[src/uft_pkg.sv]
/*
  Constants, types and helper functions for the serial transmit block.
  Assumes a single 250 MHz clock and a plain strobe register port.
*/
package uft_pkg;

  // ----------------------------------------
  // Register offsets
  // ----------------------------------------
  localparam logic [3:0] ADDR_HOLD = 4'h0;
  localparam logic [3:0] ADDR_DIV_LO = 4'h1;
  localparam logic [3:0] ADDR_DIV_HI = 4'h2;
  localparam logic [3:0] ADDR_DIV_FR = 4'h3;
  localparam logic [3:0] ADDR_FIFO_CTL = 4'h4;
  localparam logic [3:0] ADDR_LINE_CTL = 4'h5;
  localparam logic [3:0] ADDR_MODEM = 4'h6;
  localparam logic [3:0] ADDR_IEN = 4'h7;
  localparam logic [3:0] ADDR_ISTS = 4'h8;
  localparam logic [3:0] ADDR_ICLR = 4'h9;
  localparam logic [3:0] ADDR_LSTS = 4'hA;

  // ----------------------------------------
  // Reset values
  // ----------------------------------------
  localparam logic [7:0] DIV_LO_RST = 8'h01;
  localparam logic [7:0] DIV_HI_RST = 8'h00;
  localparam logic [5:0] DIV_FR_RST = 6'h00;

  // ----------------------------------------
  // Field positions
  // ----------------------------------------
  localparam int FCR_EN_BIT = 0;
  localparam int FCR_TRIG_LSB = 4;
  localparam int LCR_STOP_BIT = 2;
  localparam int LCR_PEN_BIT = 3;
  localparam int LCR_EVEN_BIT = 4;
  localparam int DFR_SEL_LSB = 4;
  localparam int MCR_PRESC_BIT = 7;
  localparam int LSR_THRE_BIT = 5;
  localparam int LSR_TEMT_BIT = 6;
  localparam int IST_TXE_BIT = 1;
  localparam int IST_TEMT_BIT = 2;

  // ----------------------------------------
  // Sizes and counts
  // ----------------------------------------
  localparam int FIFO_DEPTH = 32;
  localparam logic [5:0] FIFO_CAP = 6'h20;
  localparam logic [5:0] HOLD_CAP = 6'h01;
  localparam logic [1:0] PRESC_LAST = 2'h3;
  localparam logic [1:0] SEL_16X = 2'h0;
  localparam logic [1:0] SEL_8X = 2'h1;
  localparam logic [1:0] SEL_4X = 2'h2;
  localparam logic [3:0] LAST_16X = 4'hF;
  localparam logic [3:0] LAST_8X = 4'h7;
  localparam logic [3:0] LAST_4X = 4'h3;

  // Last sampling period index of one bit
  function automatic logic [3:0] os_last(input logic [1:0] sel);
    case (sel)
      SEL_8X: os_last = LAST_8X;
      SEL_4X: os_last = LAST_4X;
      default: os_last = LAST_16X;
    endcase
  endfunction

  // Transmit trigger level in bytes
  function automatic logic [5:0] trig_level(input logic [1:0] sel);
    case (sel)
      2'h0: trig_level = 6'h08;
      2'h1: trig_level = 6'h10;
      2'h2: trig_level = 6'h18;
      default: trig_level = 6'h1C;
    endcase
  endfunction

  typedef enum logic [2:0] {
    ST_IDLE, ST_START, ST_DATA, ST_PARITY, ST_STOP
  } uft_tx_st_t;

  typedef struct packed {
    logic [3:0] addr;
    logic [7:0] wdata;
    logic wr;
    logic rd;
  } uft_bus_req_t;

  typedef struct packed {
    logic [15:0] div_int;
    logic [3:0] div_frac;
    logic presc4;
  } uft_baud_cfg_t;

endpackage

[src/uft_baud_gen.sv]
/*
  Prescaler and fractional divider making the sampling clock tick.
  Assumes the configuration is static while characters are sent.
*/
`timescale 1ns/1ns
module uft_baud_gen (
  input wire logic mclk,
  input wire logic rst_n,
  input wire uft_pkg::uft_baud_cfg_t cfg,
  output logic tick
);
  import uft_pkg::*;

  typedef struct packed {
    logic [1:0] pre;
    logic [16:0] cnt;
    logic [3:0] acc;
    logic stretch;
    logic tick;
  } uft_baud_st_t;

  uft_baud_st_t r, n;
  logic pre_tick;
  logic [16:0] base;
  logic [16:0] last;
  logic [4:0] sum;

  // ----------------------------------------
  // Divider
  // ----------------------------------------
  always_comb begin
    n = r;
    n.tick = 1'b0;
    // Divide by one or four
    pre_tick = !cfg.presc4 || (r.pre == PRESC_LAST);
    n.pre = pre_tick ? 2'h0 : r.pre + 2'h1;
    // Integer part of divisor
    base = (cfg.div_int == 16'h0000) ? 17'h00000 :
           {1'b0, cfg.div_int} - 17'h00001;
    last = base + {16'h0000, r.stretch};
    // Carry of sixteenths stretches a period
    sum = {1'b0, r.acc} + {1'b0, cfg.div_frac};
    if (pre_tick) begin
      if (r.cnt >= last) begin
        n.cnt = 17'h00000;
        n.tick = 1'b1;
        n.acc = sum[3:0];
        n.stretch = sum[4];
      end else begin
        n.cnt = r.cnt + 17'h00001;
      end
    end
  end

  always_ff @(posedge mclk or negedge rst_n) begin
    if (!rst_n) begin
      r <= '0;
    end else begin
      r <= n;
    end
  end

  assign tick = r.tick;

endmodule

[src/uft_tx.sv]
/*
  Transmit path of one serial channel: registers, 32-byte queue,
  shifter, status and interrupt.
  Assumes a one-clock register port; the host honours queue space.
*/
`timescale 1ns/1ns
// Notes on behaviour
// Each bit lasts 16, 8 or 4 sampling ticks per select field.
// Frame is start, data bits, optional parity, then stop bits.
// Data leave least significant bit first.
// With queue enabled, holding writes enter a 32-byte queue.
// Each holding write advances the write pointer by one. Code: a write to a full queue is dropped and leaves the pointer unchanged.
// Queue off: holding-empty flag sets when byte moves to shifter.
// Queue off: holding-empty raises transmit interrupt if enabled.
// Queue off: transmitter-empty flag sets when shifter is idle.
// Queue on: holding-empty flag set whenever queue is empty.
// Queue on: interrupt when fill drops below trigger level.
// Queue on: transmitter-empty needs queue and shifter empty.
// Host loads at most 32 bytes before waiting for space.
// Divisor is integer bytes plus four bits of sixteenths.
// Select code 00 is 16X, 01 is 8X, 10 is 4X.
// Prescaler divides input clock by 1 or 4 from modem bit 7.
// After reset the divisor is one.
// Line idles high; start bit is low.
// Fraction is made by stretching some sampling periods.
module uft_tx (
  input wire logic mclk,
  input wire logic rst_n,
  input wire uft_pkg::uft_bus_req_t req,
  output logic [7:0] rdata,
  output logic txd,
  output logic irq
);
  import uft_pkg::*;

  typedef struct packed {
    logic [7:0] div_lo;
    logic [7:0] div_hi;
    logic [5:0] div_fr;
    logic [5:0] fifo_ctl;
    logic [4:0] line_ctl;
    logic [7:0] modem;
    logic [2:0] ien;
    logic [2:0] ists;
    logic [4:0] wptr;
    logic [4:0] rptr;
    logic [5:0] count;
    uft_tx_st_t st;
    logic [7:0] sh;
    logic [3:0] os;
    logic [2:0] bitn;
    logic par;
    logic txe_q;
    logic temt_q;
    logic [7:0] rdata;
    logic txd;
    logic irq;
  } uft_tx_state_t;

  uft_tx_state_t r, n;
  logic [7:0] mem [FIFO_DEPTH];
  logic tick;
  uft_baud_cfg_t bcfg;
  logic fifo_on, accept, pop, flush, bit_end;
  logic thre, temt, txe_cond;
  logic [5:0] cap;
  logic [3:0] last;
  logic [2:0] nbits_last;
  logic [2:0] set_b;

  // ----------------------------------------
  // Sampling clock
  // ----------------------------------------
  assign bcfg.div_int = {r.div_hi, r.div_lo};
  assign bcfg.div_frac = r.div_fr[3:0];
  assign bcfg.presc4 = r.modem[MCR_PRESC_BIT];

  uft_baud_gen u_baud (
    .mclk(mclk),
    .rst_n(rst_n),
    .cfg(bcfg),
    .tick(tick)
  );

  // ----------------------------------------
  // Next state
  // ----------------------------------------
  always_comb begin
    n = r;
    n.rdata = 8'h00;
    fifo_on = r.fifo_ctl[FCR_EN_BIT];
    // Queue of 32 or single holding byte
    cap = fifo_on ? FIFO_CAP : HOLD_CAP;
    // Bit length from select field
    last = os_last(r.div_fr[DFR_SEL_LSB +: 2]);
    nbits_last = {1'b1, r.line_ctl[1:0]};
    bit_end = tick && (r.os == last);
    // Writes to a full queue are dropped
    accept = req.wr && (req.addr == ADDR_HOLD) && (r.count < cap);
    flush = req.wr && (req.addr == ADDR_FIFO_CTL) &&
            (req.wdata[FCR_EN_BIT] != fifo_on);
    pop = 1'b0;

    // Register writes
    if (req.wr) begin
      case (req.addr)
        ADDR_DIV_LO: n.div_lo = req.wdata;
        ADDR_DIV_HI: n.div_hi = req.wdata;
        ADDR_DIV_FR: n.div_fr = req.wdata[5:0];
        ADDR_FIFO_CTL: n.fifo_ctl = req.wdata[5:0];
        ADDR_LINE_CTL: n.line_ctl = req.wdata[4:0];
        ADDR_MODEM: n.modem = req.wdata;
        ADDR_IEN: n.ien = req.wdata[2:0];
        default: ;
      endcase
    end

    // Frame sequencer
    case (r.st)
      ST_IDLE: begin
        if (r.count != 6'h00) begin
          pop = 1'b1;
          n.sh = mem[r.rptr];
          n.os = 4'h0;
          n.bitn = 3'h0;
          n.par = 1'b0;
          n.st = ST_START;
        end
      end
      ST_START: begin
        if (tick) n.os = r.os + 4'h1;
        if (bit_end) begin
          n.os = 4'h0;
          n.st = ST_DATA;
        end
      end
      ST_DATA: begin
        if (tick) n.os = r.os + 4'h1;
        if (bit_end) begin
          // Shift right, bit 0 first
          n.os = 4'h0;
          n.par = r.par ^ r.sh[0];
          n.sh = {1'b0, r.sh[7:1]};
          n.bitn = r.bitn + 3'h1;
          if (r.bitn == nbits_last) begin
            n.bitn = 3'h0;
            n.st = r.line_ctl[LCR_PEN_BIT] ? ST_PARITY : ST_STOP;
          end
        end
      end
      ST_PARITY: begin
        if (tick) n.os = r.os + 4'h1;
        if (bit_end) begin
          n.os = 4'h0;
          n.st = ST_STOP;
        end
      end
      ST_STOP: begin
        if (tick) n.os = r.os + 4'h1;
        if (bit_end) begin
          n.os = 4'h0;
          n.bitn = r.bitn + 3'h1;
          if (!r.line_ctl[LCR_STOP_BIT] || r.bitn != 3'h0) begin
            n.bitn = 3'h0;
            n.st = ST_IDLE;
          end
        end
      end
      default: n.st = ST_IDLE;
    endcase

    // Pointer bump on every accepted write
    if (accept) n.wptr = r.wptr + 5'h01;
    if (pop) n.rptr = r.rptr + 5'h01;
    n.count = r.count + {5'h00, accept} - {5'h00, pop};
    if (flush) begin
      n.wptr = 5'h00;
      n.rptr = 5'h00;
      n.count = 6'h00;
    end

    // Idle and stop high, start low
    case (n.st)
      ST_START: n.txd = 1'b0;
      ST_DATA: n.txd = n.sh[0];
      ST_PARITY: n.txd = r.line_ctl[LCR_EVEN_BIT] ? n.par : ~n.par;
      default: n.txd = 1'b1;
    endcase

    // Holding empty when nothing queued
    thre = (r.count == 6'h00);
    // Shifter and queue both empty
    temt = thre && (r.st == ST_IDLE);
    // Below trigger level with queue on
    txe_cond = fifo_on ? (r.count < trig_level(r.fifo_ctl[FCR_TRIG_LSB +: 2]))
                       : thre;
    n.txe_q = txe_cond;
    n.temt_q = temt;
    set_b = 3'h0;
    set_b[IST_TXE_BIT] = txe_cond && !r.txe_q;
    set_b[IST_TEMT_BIT] = temt && !r.temt_q;
    n.ists = r.ists | set_b;
    if (req.wr && req.addr == ADDR_ICLR) begin
      n.ists = (r.ists & ~req.wdata[2:0]) | set_b;
    end
    // Interrupt gated by enable bits
    n.irq = |(n.ists & n.ien);

    // Register reads
    if (req.rd) begin
      case (req.addr)
        ADDR_DIV_LO: n.rdata = r.div_lo;
        ADDR_DIV_HI: n.rdata = r.div_hi;
        ADDR_DIV_FR: n.rdata = {2'h0, r.div_fr};
        ADDR_FIFO_CTL: n.rdata = {2'h0, r.fifo_ctl};
        ADDR_LINE_CTL: n.rdata = {3'h0, r.line_ctl};
        ADDR_MODEM: n.rdata = r.modem;
        ADDR_IEN: n.rdata = {5'h00, r.ien};
        ADDR_ISTS: n.rdata = {5'h00, r.ists};
        ADDR_LSTS: begin
          n.rdata[LSR_THRE_BIT] = thre;
          n.rdata[LSR_TEMT_BIT] = temt;
        end
        default: n.rdata = 8'h00;
      endcase
    end
  end

  // ----------------------------------------
  // Registers
  // ----------------------------------------
  always_ff @(posedge mclk or negedge rst_n) begin
    if (!rst_n) begin
      r <= '0;
      // Divisor of one
      r.div_lo <= DIV_LO_RST;
      r.div_hi <= DIV_HI_RST;
      r.div_fr <= DIV_FR_RST;
      r.st <= ST_IDLE;
      r.txd <= 1'b1;
      r.txe_q <= 1'b1;
      r.temt_q <= 1'b1;
    end else begin
      r <= n;
    end
  end

  always_ff @(posedge mclk) begin
    if (accept) mem[r.wptr] <= req.wdata;
  end

  assign rdata = r.rdata;
  assign txd = r.txd;
  assign irq = r.irq;

  // ----------------------------------------
  // Checks
  // ----------------------------------------
  property p_idle_high;
    @(posedge mclk) disable iff (!rst_n)
    (r.st == ST_IDLE) |-> txd;
  endproperty
  a_idle_high: assert property (p_idle_high)
    else $error("line not high while idle");

  property p_start_low;
    @(posedge mclk) disable iff (!rst_n)
    (r.st == ST_IDLE && r.count != 6'h00) |=> !txd && r.st == ST_START;
  endproperty
  a_start_low: assert property (p_start_low)
    else $error("start bit not driven low");

  property p_lsb_next;
    @(posedge mclk) disable iff (!rst_n)
    (r.st == ST_DATA && bit_end && r.bitn != nbits_last)
      |=> txd == $past(r.sh[1]);
  endproperty
  a_lsb_next: assert property (p_lsb_next)
    else $error("data bit order wrong");

  property p_bit_len;
    @(posedge mclk) disable iff (!rst_n)
    (r.st != ST_IDLE) |-> r.os <= last;
  endproperty
  a_bit_len: assert property (p_bit_len)
    else $error("bit period overran select length");

  property p_wptr_step;
    @(posedge mclk) disable iff (!rst_n)
    (accept && !flush) |=> r.wptr == $past(r.wptr) + 5'h01;
  endproperty
  a_wptr_step: assert property (p_wptr_step)
    else $error("write pointer did not advance");

  property p_cap;
    @(posedge mclk) disable iff (!rst_n)
    r.count <= FIFO_CAP && (r.fifo_ctl[FCR_EN_BIT] || r.count <= HOLD_CAP);
  endproperty
  a_cap: assert property (p_cap)
    else $error("queue fill beyond capacity");

  property p_temt;
    @(posedge mclk) disable iff (!rst_n)
    (req.rd && req.addr == ADDR_LSTS && r.st != ST_IDLE)
      |=> !rdata[LSR_TEMT_BIT];
  endproperty
  a_temt: assert property (p_temt)
    else $error("transmitter empty shown while shifting");

  property p_irq_gate;
    @(posedge mclk) disable iff (!rst_n)
    irq |-> |(r.ists & r.ien);
  endproperty
  a_irq_gate: assert property (p_irq_gate)
    else $error("interrupt without enabled status");

  property p_set_wins;
    @(posedge mclk) disable iff (!rst_n)
    (set_b[IST_TXE_BIT]) |=> r.ists[IST_TXE_BIT];
  endproperty
  a_set_wins: assert property (p_set_wins)
    else $error("transmit empty event lost");

endmodule

[config.mk]
export PLATFORM = sky130hd
export DESIGN_NAME = uft_tx
export DESIGN_NICKNAME = d
export VERILOG_FILES = /design/src/uft_pkg.sv /design/src/uft_baud_gen.sv /design/src/uft_tx.sv
export SDC_FILE = /design/constraint.sdc
export NUM_CORES = 1
export LEC_CHECK = 0
export ABC_AREA = 1
export BUFFER_PORTS_ARGS = -buffer_cell sky130_fd_sc_hd__buf_2
export CORE_MARGIN = 3
export CORE_UTILIZATION = 57
export DETAILED_ROUTE_END_ITERATION = 8
export PLACE_DENSITY_LB_ADDON = 0.12
export SYNTH_ARGS = -nofsm -noshare
export SYNTH_HDL_FRONTEND = slang
export SYNTH_SLANG_ARGS = --single-unit
[constraint.sdc]
create_clock -name mclk -period 5.8 [get_ports mclk]
set_input_delay 0.87 -clock mclk [delete_from_list [all_inputs] [get_ports mclk]]
set_output_delay 0.87 -clock mclk [all_outputs]
set_load 0.01 [all_outputs]
==> reports/metrics.yaml, run 1 <==
finish:
  fill_cells: 2396
  drive_above_1_share_pct: 8.22
  multi_input_area_mm2: 0.00611
  nets: 1882
  area_delta_synth_final_pct: 9.89
  n_antenna_cell: 0
  regArea_mm2: 0.0107
  finalNonFillerCells: 2239
yosys:
  synth_nets: 1873
  synth-seq-area-share_pct: 60.4
  ys_types: 50
  yosysWarnings: 0
  synth_top_area_share_pct: 43.5
  syn_avg_cell_area_um2: 9.77
  async_flop_share_pct: 31.7
  synth_flop_cell: "edfxtp_1"
  yosys_register_bits: 375
  synthCells: 1809
  netlist_top_cells_area: "edfxtp_1 44%, dfrtp_1 16%, nand2_1 7.9%, nor2_1 5.2%, o21ai_0 4.9%"
  syn-cell-area_mm2: 0.0177
  yosysTopAreaCell: "edfxtp_1"
  synth_edf_count: 256
floorplanning:
  start_util_pct: 58.7
  die_height_um: 182
  io_pins: 26
  die_x_um: 182
  dieArea_mm2: 0.0331
  rows: 63
  fp.coreArea_mm2: 0.0301
power_and_ir_drop:
  pwr_density_cell_mw_per_mm2: 422
  ir_drop_v: 0.000304
  p_leak_nw: 7.84
routing:
  totalWireLength_um: 42300
  vias: 12899
  drtIter0Drc: 1348
  ant_nets: 0
  wl_per_cell_um: 18.9
  avgViaCountPerCell: 5.76
  drtPass1Iterations: 6
  drc: 0
worst_setup_path:
  r2r-end: "u_baud.r[16]"
  r2r_slack_ns: 1.49
  max_stage_delay_ns: 0.56
  r2r-start: "bcfg[5]"
  cp.arrival_ns: 4.74
  end_kind: "register"
  critPathKind: "reg -> reg"
  r2r_cells: 24
  required_ns: 6.24
  cp_max_fo: 18
  start_kind: "register"
  cpMaxStageDelayCell: "dfstp_2"
  cp_cell_sequence: "inv_1 > ha_1 > nand2_2 > nor2_4 > nand2_4 > inv_2 > nor2_1 > ha_1 > ha_1 > inv_1 > nor3_2 > nand2_2 > nor2_4 > nand2_1 > nand2_1 > nand2_1 > ha_1 > a21oi_1 > o21ai_0 > a21oi_1 > nand4_2 > nand2_2 > inv_2 > nor2_1"
  crit_path_frequent_cell: "ha_1"
global_routing:
  grt_max_degree: 87
  grt_pass1_vias: 12457
  grt_pass1_wl_um: 67500
  globalRouteTotalUtil_pct: 25.5
  grt-ovfl-total: 0
  antenna_found_initial: 0
sta:
  fmax_mhz: 232
  rsz0062_at_grt: "false"
  hold_viol_final: 0
  finalSetupTns_ns: 0
  min_period_ns: 4.31
  tightest_slew_ns: 0.985
  skew_ns: 0.0330
  slew_headroom_pct: 34.3
  setup_viol: 0
  timing.hold.ws_ns: 0.430
  fin_crit_sh_pct: 74.3
  drv_slew: 0
placement:
  dpl.hpwl_um: 26900
  port_buffers: 25
  gp_congestion: 0.862
  dp.cells: 2167
clock_network:
  htree_levels: 2
  cts_tree: "built"
  cts_buffer_depth: 3
  cts_resized: 0
  worstSkewPairLatency_ns: 0.54
  cts.clk_slew.worst_paths_ns: 0.07
  cts_setup_buffers: 0
  cts_buffers: 39
  numClockSinks: 375
  clockRootBuffer: "clkbuf_16"
  postCtsHoldBufs: 0
hold_path:
  hold_start: "u_baud.r[23]"
  hold_path_class: "reg -> reg"
  min_to: "u_baud.r[23]"
  hold_path_depth: 1
run:
  cap_violations: 0
status:
  status: "complete, no violations"
## cells in the final DEF, fill, tap and decap left out, types with 3 or more instances in the layout
cell and count:
a211oi_1 5, a21oi_1 44, buf_2 24, buf_4 11, bufinv_16 7, clkbuf_1 7, clkbuf_16 40, clkinv_1 7
clkinv_2 6, dfrtp_1 113, dfstp_2 4, edfxtp_1 256, ha_1 46, inv_1 139, inv_2 11, nand2_1 372
nand2_2 11, nand3_1 147, nand3b_1 6, nand4_1 24, nor2_1 244, nor2_2 13, nor2_4 5, nor3_1 15
nor4_1 5, o211ai_1 17, o21a_1 3, o21ai_0 173, o221ai_1 12, o22ai_1 21, xnor2_1 6, xor2_1 18
## through the flow
stage | power [mW] | utilization (%) | area, um2 | worst slack [ns]
after floorplan | 4.91 | - | 17700 | 2.12
after global placement | 5.51 | 59.9 | 18000 | 1.62
after detailed placement | 5.56 | 59.9 | 18000 | 1.52
after CTS | 8.21 | 64.5 | 19400 | 1.49
after global routing | 8.67 | 64.5 | 19400 | 1.08
final | 8.19 | 64.5 | 19400 | 1.49
## sequential cells by signal, indices dropped and copies added, names as in the netlist
register,cells
irq,1
mem,256
bcfg,21
r,60
txd,1
u_baud.r,24
u_baud.tick,1
fifo_on,1
nbits_last,2
rdata,8
## power by group
part           leakage [nW]  switching [mW]  internal [mW]
logic                  3.38            1.51          0.699
registers              3.80           0.259           3.07
clock network         0.662            1.04           1.61
## how the worst max path moves through the flow
stage / from / to / cells past startpoint
4_1_cts: bcfg[5] / u_baud.r[16] / 24
3_5_place_dp: bcfg[5] / u_baud.r[16] / 24
3_3_place_gp: bcfg[5] / u_baud.r[16] / 24
6_report: bcfg[5] / u_baud.r[16] / 24
5_1_grt: bcfg[5] / u_baud.r[16] / 24
2_1_floorplan: bcfg[5] / u_baud.r[16] / 25
## Yosys cell counts, types with 3 or more instances
master / count
a211oi_1: 5
a21oi_1: 44
buf_2: 22
buf_4: 8
clkbuf_1: 36
clkinv_1: 3
dfrtp_1: 115
dfstp_2: 4
edfxtp_1: 256
ha_1: 46
inv_1: 139
inv_2: 11
nand2_1: 372
nand2_2: 11
nand3_1: 147
nand3b_1: 6
nand4_1: 24
nor2_1: 244
nor2_2: 13
nor2_4: 5
nor3_1: 15
nor4_1: 5
o211ai_1: 17
o21a_1: 3
o21ai_0: 173
o221ai_1: 12
o22ai_1: 21
xnor2_1: 6
xor2_1: 18
## metal layers
layer	track usage (%)	share of wire, %	wire length (um)
met3	4.74	7.0	2940
met1	37.8	45	19000
met5	0	0	0
met2	39.2	46	19300
met4	6.73	2.4	1030
## cell families (layout without fill, tap and decap cells)
logic type / count (synthesis) / in the layout / share of synthesized area [%]
and+or+nand+nor: 852 / 852 / 20.6
DFF: 375 / 375 / 60.4
AOI/OAI and AO/OA: 290 / 290 / 9.26
buffers and inverters: 220 / 260 / 5.04
adders and majority gates: 48 / 48 / 3.48
xor gates and xnor gates: 24 / 24 / 1.19
## critical path, delay by kind of cell (launching register included)
family / cells / cell delay (ns)
adder cells (fa/ha/maj): 4 / 0.93
AND/OR/NAND/NOR: 13 / 1.84
flip-flops: 1 / 0.56
buffers and inverters: 4 / 0.39
AO/OA/AOI/OAI: 3 / 0.48
## cell type report
| type | instances | share of cell area, % |
|---|---|---|
| repair buffers | 35 | 1.04 |
| well taps | 390 | 2.51 |
| clock buffers | 49 | 5.43 |
| flip-flops and latches | 375 | 55.0 |
| inverters | 153 | 2.96 |
| multi-input cells | 1214 | 31.5 |
| clock inverters | 23 | 1.60 |
No activity file was read; power rests on OpenSTA's default activity.
==> run 2: changes to the inputs <==
Settings changed: ABC_AREA 1 to 0.
Clock period 5.8 ns to 4.35 ns, I/O delays scaled along.
==> run 2 against run 1 <==
Effect of this change: register-to-register slack worse by 1.4 ns; sequential power up 27%; design area down 0.46%; die area down 2.8%; global-route usage down 2.4 points; cell count down 26%; core utilization up 1.8 points; first-iteration DRC count down 28%; critical path depth down 6; clock skew down 0.023 ns.
==> reports/metrics.yaml, run 2 <==
status:
  status: "complete, no violations"
yosys:
  yosysMostFrequentCell: "edfxtp_1"
  yosys_register_bits: 375  # unchanged
  synth_top_area_share_pct: 44.8  # +1.3 points
  synthTopCellsByCount: "256 x edfxtp_1, 118 x nor2_1, 115 x dfrtp_1, 80 x mux4_2, 68 x nand2_1"
  yosysTopAreaCell: "edfxtp_1"
  async_flop_share_pct: 31.7  # unchanged
  synth_edf_count: 256  # unchanged
  synth-seq-area-share_pct: 62.2  # +1.8 points
  synth_flop_cell: "edfxtp_1"
  netlist_top_cells_area: "edfxtp_1 45%, dfrtp_1 17%, mux4_2 11%, ha_1 3.4%, mux2_2 3.1%"
  ys_types: 75  # +50%
  syn_avg_cell_area_um2: 14.7  # +50%
  synth_nets: 1235  # -34%
  synthCells: 1171  # -35%
  syn-cell-area_mm2: 0.0172  # -2.9%
  yosysWarnings: 0  # unchanged
power_and_ir_drop:
  ir_drop_v: 0.000407  # +34%
  p_leak_nw: 7.02  # -10%
  combPwrFrac_pct: 15.5  # -12 points
  seqPwrFrac_pct: 47.4  # +6.8 points
  p_sw_share_pct: 25.7  # -8.6 points
  p_int_mw: 6.63  # +23%
  pwr_density_cell_mw_per_mm2: 462  # +9.4%
  switchingPower_mw: 2.30  # -18%
  p_clk_share_pct: 37.1  # +4.7 points
sta:
  fmax_mhz: 236  # +1.8%
  skew_ns: 0.00949  # -0.0235 ns
  slew_headroom_pct: 21.8  # -12 points
  min_period_ns: 4.23  # -0.0766 ns
  finalSetupTns_ns: 0  # unchanged
  tightest_slew_ns: 1.17  # +0.186 ns
  drv_slew: 0  # unchanged
  fin_crit_sh_pct: 97.2  # +23 points
  hold_viol_final: 0  # unchanged
  setup_viol: 0  # unchanged
  rsz0062_at_grt: "true"
worst_setup_path:
  end_kind: "register"
  r2r_slack_ns: 0.12  # -1.37 ns
  cp_max_fo: 7  # -11
  r2r-start: "bcfg[5]"
  r2r_cells: 18  # -25%
  critPathKind: "reg -> reg"
  start_kind: "register"
  r2r-end: "u_baud.r[4]"
  cp.arrival_ns: 4.64  # -0.10 ns
  required_ns: 4.75  # -1.49 ns
clock_network:
  cts.clk_slew.worst_paths_ns: 0.06  # about the same
  postCtsHoldBufs: 0  # unchanged
  cts_tree: "built"
  clockRootBuffer: "clkbuf_16"
  cts_buffers: 39  # unchanged
  worstSkewPairLatency_ns: 0.53  # about the same
  numClockSinks: 375  # unchanged
  cts_buffer_depth: 3  # unchanged
  htree_levels: 2  # unchanged
finish:
  nets: 1305  # -31%
  final_common_cell: "edfxtp_1"
  fill_cells: 2050  # -14%
  largest_reg_flops: 256  # unchanged
  regArea_mm2: 0.0107  # unchanged
  final_area_mm2: 0.0193  # -0.46%
  most-common-layout-cells: "256 x edfxtp_1, 117 x nor2_1, 113 x dfrtp_1"
  multi_input_area_mm2: 0.00613  # +0.33%
  area_delta_synth_final_pct: 12.6
  top_regs: "mem: 256 flops, r: 60 flops, u_baud.r: 24 flops"
  n_antenna_cell: 0  # unchanged
  drive_above_1_share_pct: 24.8  # +17 points
  top_register: "mem"
floorplanning:
  start_util_pct: 58.8  # +0.14 points
  die_x_um: 179  # -1.4%
  rows: 62  # -1.6%
  io_pins: 26  # unchanged
  die_height_um: 179  # -1.4%
  dieArea_mm2: 0.0322  # -2.8%
  fp.coreArea_mm2: 0.0292  # -3.1%
placement:
  placed_cell_area_mm2: 0.0179  # -0.62%
  dpl.hpwl_um: 24100  # -10%
  port_buffers: 25  # unchanged
  gp_congestion: 0.861  # -0.12%
global_routing:
  grt_pass1_vias: 10174  # -18%
  grt-ovfl-total: 0  # unchanged
  globalRouteTotalUtil_pct: 23.1  # -2.4 points
  grt_pass1_wl_um: 58800  # -13%
  grt_max_degree: 83  # -4.6%
  antenna_found_initial: 0  # unchanged
routing:
  drtIter0Drc: 964  # -28%
  ant_nets: 0  # unchanged
  drc: 0  # unchanged
  wl_per_cell_um: 22.4  # +19%
  totalWireLength_um: 37100  # -12%
  avgViaCountPerCell: 6.12  # +6.3%
  vias: 10122  # -22%
  drtPass1Iterations: 5  # -1
hold_path:
  hold_path_class: "in -> async"
run:
  cap_violations: 0  # unchanged
==> run 2: cell types whose count changed in the layout (fill, tap and decap cells not counted), sizes merged, moves of 47 or more <==
cell,before,now
nand2,384,68
mux2,0,47
buf,35,85
nand3,149,24
mux4,0,80
inv,152,41
o21ai,176,27
nor2,262,118
==> run 2: critical path, cell delays in order, from the launching register on <==
cell and delay [ns]:
dfstp_2 0.53, inv_1 0.04, ha_2 0.16, or2b_4 0.20, nor3_2 0.04, a21oi_2 0.12
ha_2 0.18, nand3b_1 0.12, or3_4 0.41, and4b_2 0.34, nand3_2 0.11, xnor2_2 0.17
ha_1 0.31, nand4_1 0.13, nor2_1 0.16, a211oi_2 0.07, a211o_1 0.34, a21oi_4 0.31
mux2_2 0.37
==> run 2: worst max-delay path by stage <==
stage	start	cells after the start	slack (ns)	endpoint
finish	bcfg[5]	18	0.12	u_baud.r[4]
floorplan	bcfg[6]	21	0.04	u_baud.r[13]
detailed placement	bcfg[14]	18	0.01	u_baud.r[2]
global placement	bcfg[14]	18	0.13	u_baud.r[4]
CTS	bcfg[14]	19	0.01	u_baud.r[2]
global route	bcfg[5]	18	-0.10	u_baud.r[5]
==> run 2: cell families (layout without fill, tap and decap cells) <==
kind of cell	count (synthesis)	count (layout)	synth area share (%)
xor gates and xnor gates	52	52	2.65
DFF	375	375	62.2
AOI/OAI and AO/OA	130	130	5.08
adders and majority gates	49	49	3.65
buffers and inverters	95	193	2.41
muxes	145	145	14.7
and+or+nand+nor	325	325	9.36
==> run 2: cell type report <==
cell class | instances | area share (%)
well taps | 384 | 2.49
flip-flops and latches | 375 | 55.2
inverters | 39 | 0.757
clock buffers | 49 | 5.46
clock inverters | 20 | 1.17
multi-input cells | 701 | 31.7
repair buffers | 85 | 3.19
==> run 2: metal layers <==
metal	routed length [um]	global-route usage, %	share of wire, %	vias up
met2	17400	35.9	47	344
met4	1010	6.62	2.7	0
li1	-	-	-	4593
met3	2380	3.88	6.4	65
met1	16300	34.5	44	5120
met5	0	0	0	-
==> run 2: power by group through the flow <==
stage | clock, mW | combinational (mW) | sequential, mW
after floorplan | 0 | 0.965 | 4.24
after global placement | 0 | 1.32 | 4.29
after detailed placement | 0 | 1.35 | 4.30
after CTS | 3.36 | 1.36 | 4.23
after global routing | 3.54 | 1.58 | 4.26
final | 3.31 | 1.38 | 4.23
==> run 2: repair_timing <==
item | CTS | global route
pin swaps | 1 | 9
resized for setup | 0 | 15
setup buffers | 0 | 8
endpoints found under the setup margin | 1 | 21
endpoints found under the hold margin | 0 | 0
==> run 2: per-stage QoR <==
step / setup WS (ns) / hold slack (ns) / instances / power [mW] / util [%]
after floorplan: 0.0406 / 0.357 / 1171 / 5.21 / -
after CTS: 0.0149 / 0.120 / 1645 / 8.95 / 65.9
final: 0.120 / 0.106 / 1653 / 8.92 / 66.3
after global placement: 0.129 / 0.426 / 1576 / 5.61 / 61.5
after global routing: -0.103 / 0.139 / 1653 / 9.37 / 66.3
after detailed placement: 0.0118 / 0.428 / 1576 / 5.65 / 61.5
==> run 3: changes to the inputs <==
Settings changed: SYNTH_HIERARCHICAL from default to 1.
Clock period 4.35 ns to 5.2 ns, I/O delays scaled along.
==> run 3 against run 2 <==
Effect of this change: flip-flop and latch count stayed put; clock power is 15% lower; critical endpoint is now u_baud/r[1]; highest routed layer unchanged; via count is 4.0% higher; fmax is 9.7% lower; non-clock buffer count is 43 lower.
==> reports/metrics.yaml, run 3 <==
finish:
  multi_input_area_mm2: 0.00640  # +4.4%
  final_area_mm2: 0.0193  # -0.27%
  nets: 1333  # +2.1%
  final_util_pct: 64.2  # -2.1 points
  n_antenna_cell: 0  # unchanged
  area_delta_synth_final_pct: 9.62
  fill_cells: 2209  # +7.8%
  finalNonFillerCells: 1687  # +2.1%
  most-common-layout-cells: "256 x edfxtp_1, 112 x dfrtp_1, 106 x nor2_1"
  final_common_cell: "edfxtp_1"
  regArea_mm2: 0.0107  # about the same
  largest_reg_flops: 256  # unchanged
  drive_above_1_share_pct: 18.0  # -6.8 points
  top_register: "mem"
  top_regs: "mem: 256 flops, r: 60 flops, u_baud/r: 24 flops"
yosys:
  synth_nets: 1316  # +6.6%
  synth_top_area_share_pct: 43.7  # -1.1 points
  synth-seq-area-share_pct: 60.7  # -1.5 points
  ys_types: 81  # +8.0%
  yosysMostFrequentCell: "edfxtp_1"
  syn_avg_cell_area_um2: 14.1  # -4.1%
  synth_flop_cell: "edfxtp_1"
  yosys_register_bits: 375  # unchanged
  synthCells: 1251  # +6.8%
  async_flop_share_pct: 31.7  # unchanged
  synthTopCellsByCount: "256 x edfxtp_1, 115 x dfrtp_1, 106 x nor2_1, 57 x mux2_2, 55 x nand2_1"
  yosysWarnings: 6  # +6
  syn-cell-area_mm2: 0.0176  # +2.5%
  synth_edf_count: 256  # unchanged
  netlist_top_cells_area: "edfxtp_1 44%, dfrtp_1 16%, mux4_2 5.8%, mux2_2 3.7%, ha_1 3.3%"
  yosysTopAreaCell: "edfxtp_1"
worst_setup_path:
  required_ns: 5.61  # +0.86 ns
  cp_max_fo: 8  # +1
  critPathKind: "reg -> reg"
  end_kind: "register"
  r2r_cells: 20  # +2
  start_kind: "register"
  cp.arrival_ns: 5.10  # +0.46 ns
global_routing:
  globalRouteTotalUtil_pct: 23.5  # +0.36 points
  grt_max_degree: 59  # -29%
  grt_pass1_wl_um: 60700  # +3.3%
  grt_pass1_vias: 10507  # +3.3%
  antenna_found_initial: 1  # +1
  grt-ovfl-total: 0  # unchanged
power_and_ir_drop:
  p_leak_nw: 7.01  # -0.15%
  pwr_density_cell_mw_per_mm2: 398  # -14%
  ir_drop_v: 0.000292  # -28%
floorplanning:
  io_pins: 26  # unchanged
  die_height_um: 182  # +1.2%
  start_util_pct: 58.5  # -0.28 points
  rows: 63  # +1.6%
  die_x_um: 182  # +1.2%
  dieArea_mm2: 0.0330  # +2.4%
  fp.coreArea_mm2: 0.0300  # +3.0%
clock_network:
  numClockSinks: 375  # unchanged
  worstSkewPairLatency_ns: 0.53  # about the same
  cts.clk_slew.worst_paths_ns: 0.06  # about the same
  cts_buffer_depth: 3  # unchanged
  htree_levels: 2  # unchanged
  cts_setup_buffers: 0  # unchanged
  cts_tree: "built"
  cts_buffers: 39  # unchanged
  clockRootBuffer: "clkbuf_16"
placement:
  dpl.hpwl_um: 24900  # +3.0%
  pre_cts_ws_ns: 0.369  # +0.357 ns
  port_buffers: 25  # unchanged
  dp.cells: 1617  # +2.6%
  placed_cell_area_mm2: 0.0179  # about the same
  gp_congestion: 0.881  # +2.3%
status:
  status: "complete, no violations"
routing:
  totalWireLength_um: 38100  # +2.6%
  drc: 0  # unchanged
  drtIter0Drc: 1000  # +3.7%
  wl_per_cell_um: 22.6  # +0.56%
  avgViaCountPerCell: 6.24  # +1.9%
  ant_nets: 0  # unchanged
  drtPass1Iterations: 5  # unchanged
  vias: 10530  # +4.0%
run:
  cap_violations: 0  # unchanged
sta:
  skew_ns: 0.0155  # +0.00602 ns
  tightest_slew_ns: 1.09  # -0.0830 ns
  drv_slew: 0  # unchanged
  min_period_ns: 4.68  # +0.453 ns
  fmax_mhz: 214  # -9.7%
  slew_headroom_pct: 27.3  # +5.6 points
  fin_crit_sh_pct: 90.1  # -7.2 points
  rsz0062_at_grt: "false"
  setup_viol: 0  # unchanged
  fin_ws_ns: 0.517  # +0.397 ns
  finalSetupTns_ns: 0  # unchanged
  hold_viol_final: 0  # unchanged
hold_path:
  hold_path_class: "in -> async"
run 3: cell types whose count changed in the layout (fill, tap and decap cells not counted), sizes merged, moves of 11 or more:
| cell | delta |
|---|---|
| a22o | +13 |
| nand2 | -13 |
| mux2i | +22 |
| o221ai | +11 |
| a31oi | -11 |
| buf | -43 |
| mux4 | -29 |
| nor2 | -12 |
| and2 | +16 |
run 3: logic make-up (layout without fill, tap and decap cells):
logic type	after synthesis	in the layout	synth area share [%]
adders and majority gates	49	49	3.57
AOI/OAI and AO/OA	191	191	7.78
xor gates and xnor gates	53	53	2.68
muxes	148	148	12.6
DFF	375	375	60.7
buffers and inverters	104	150	3.01
and+or+nand+nor	331	331	9.68
run 3: cell type report:
cell class              count  area share [%]
clock buffers              52            5.91
multi-input cells         772            33.2
flip-flops and latches    375            55.4
repair buffers             42            1.32
well taps                 390            2.53
inverters                  38           0.740
clock inverters            18           0.915
run 3: worst max-delay path, stage by stage (launching register included):
cell,delay (ns)
dfrtp_1,0.45
inv_1,0.11
ha_1,0.29
nor4b_4,0.34
nand2_1,0.16
nor3_1,0.29
nor2_1,0.07
ha_1,0.20
ha_1,0.24
o221ai_1,0.20
and4b_1,0.27
xnor2_1,0.17
mux2i_1,0.25
ha_1,0.28
a21oi_1,0.13
o21ai_0,0.09
a41oi_1,0.21
a21oi_2,0.13
o21ai_1,0.18
buf_4,0.18
mux2_2,0.33
run 3: report_power, final:
part / leakage [nW] / internal (mW) / switching (mW)
logic: 2.55 / 0.579 / 0.638
clock network: 0.658 / 1.70 / 1.12
registers: 3.80 / 3.39 / 0.249
total: 7.01 / 5.66 / 2.01
run 3: what timing repair did:
action	CTS	global route
resized for setup	0	2
endpoints found under the setup margin	0	4
hold buffers	0	0
run 3: stage by stage:
stage                     hold WS, ns  total power, mW
final                           0.318             7.67
after global routing            0.367             8.03
after CTS                       0.333             7.72
after detailed placement        0.435             4.91
after global placement          0.423             4.87
after floorplan                 0.410             4.56
run 3: final timing paths:
kind / end / slack, ns / from
max: u_baud/r[1] / 0.52 / bcfg[6]
min: u_baud/r[13] / 0.32 / rst_n
max reg2reg: u_baud/r[1] / 0.52 / bcfg[6]
min reg2reg: u_baud/r[23] / 0.44 / u_baud/r[23]
max in group asynchronous: r[37] / 3.90 / rst_n
min in group mclk: u_baud/r[23] / 0.44 / u_baud/r[23]
run 3: layer usage:
| metal | wire length, um | GRT usage, % | part of all wire (%) |
|---|---|---|---|
| met4 | 923 | 6.58 | 2.4 |
| met2 | 17300 | 35.4 | 46 |
| met5 | 0 | 0 | 0 |
| met1 | 17000 | 35.6 | 45 |
| met3 | 2750 | 4.35 | 7.2 |
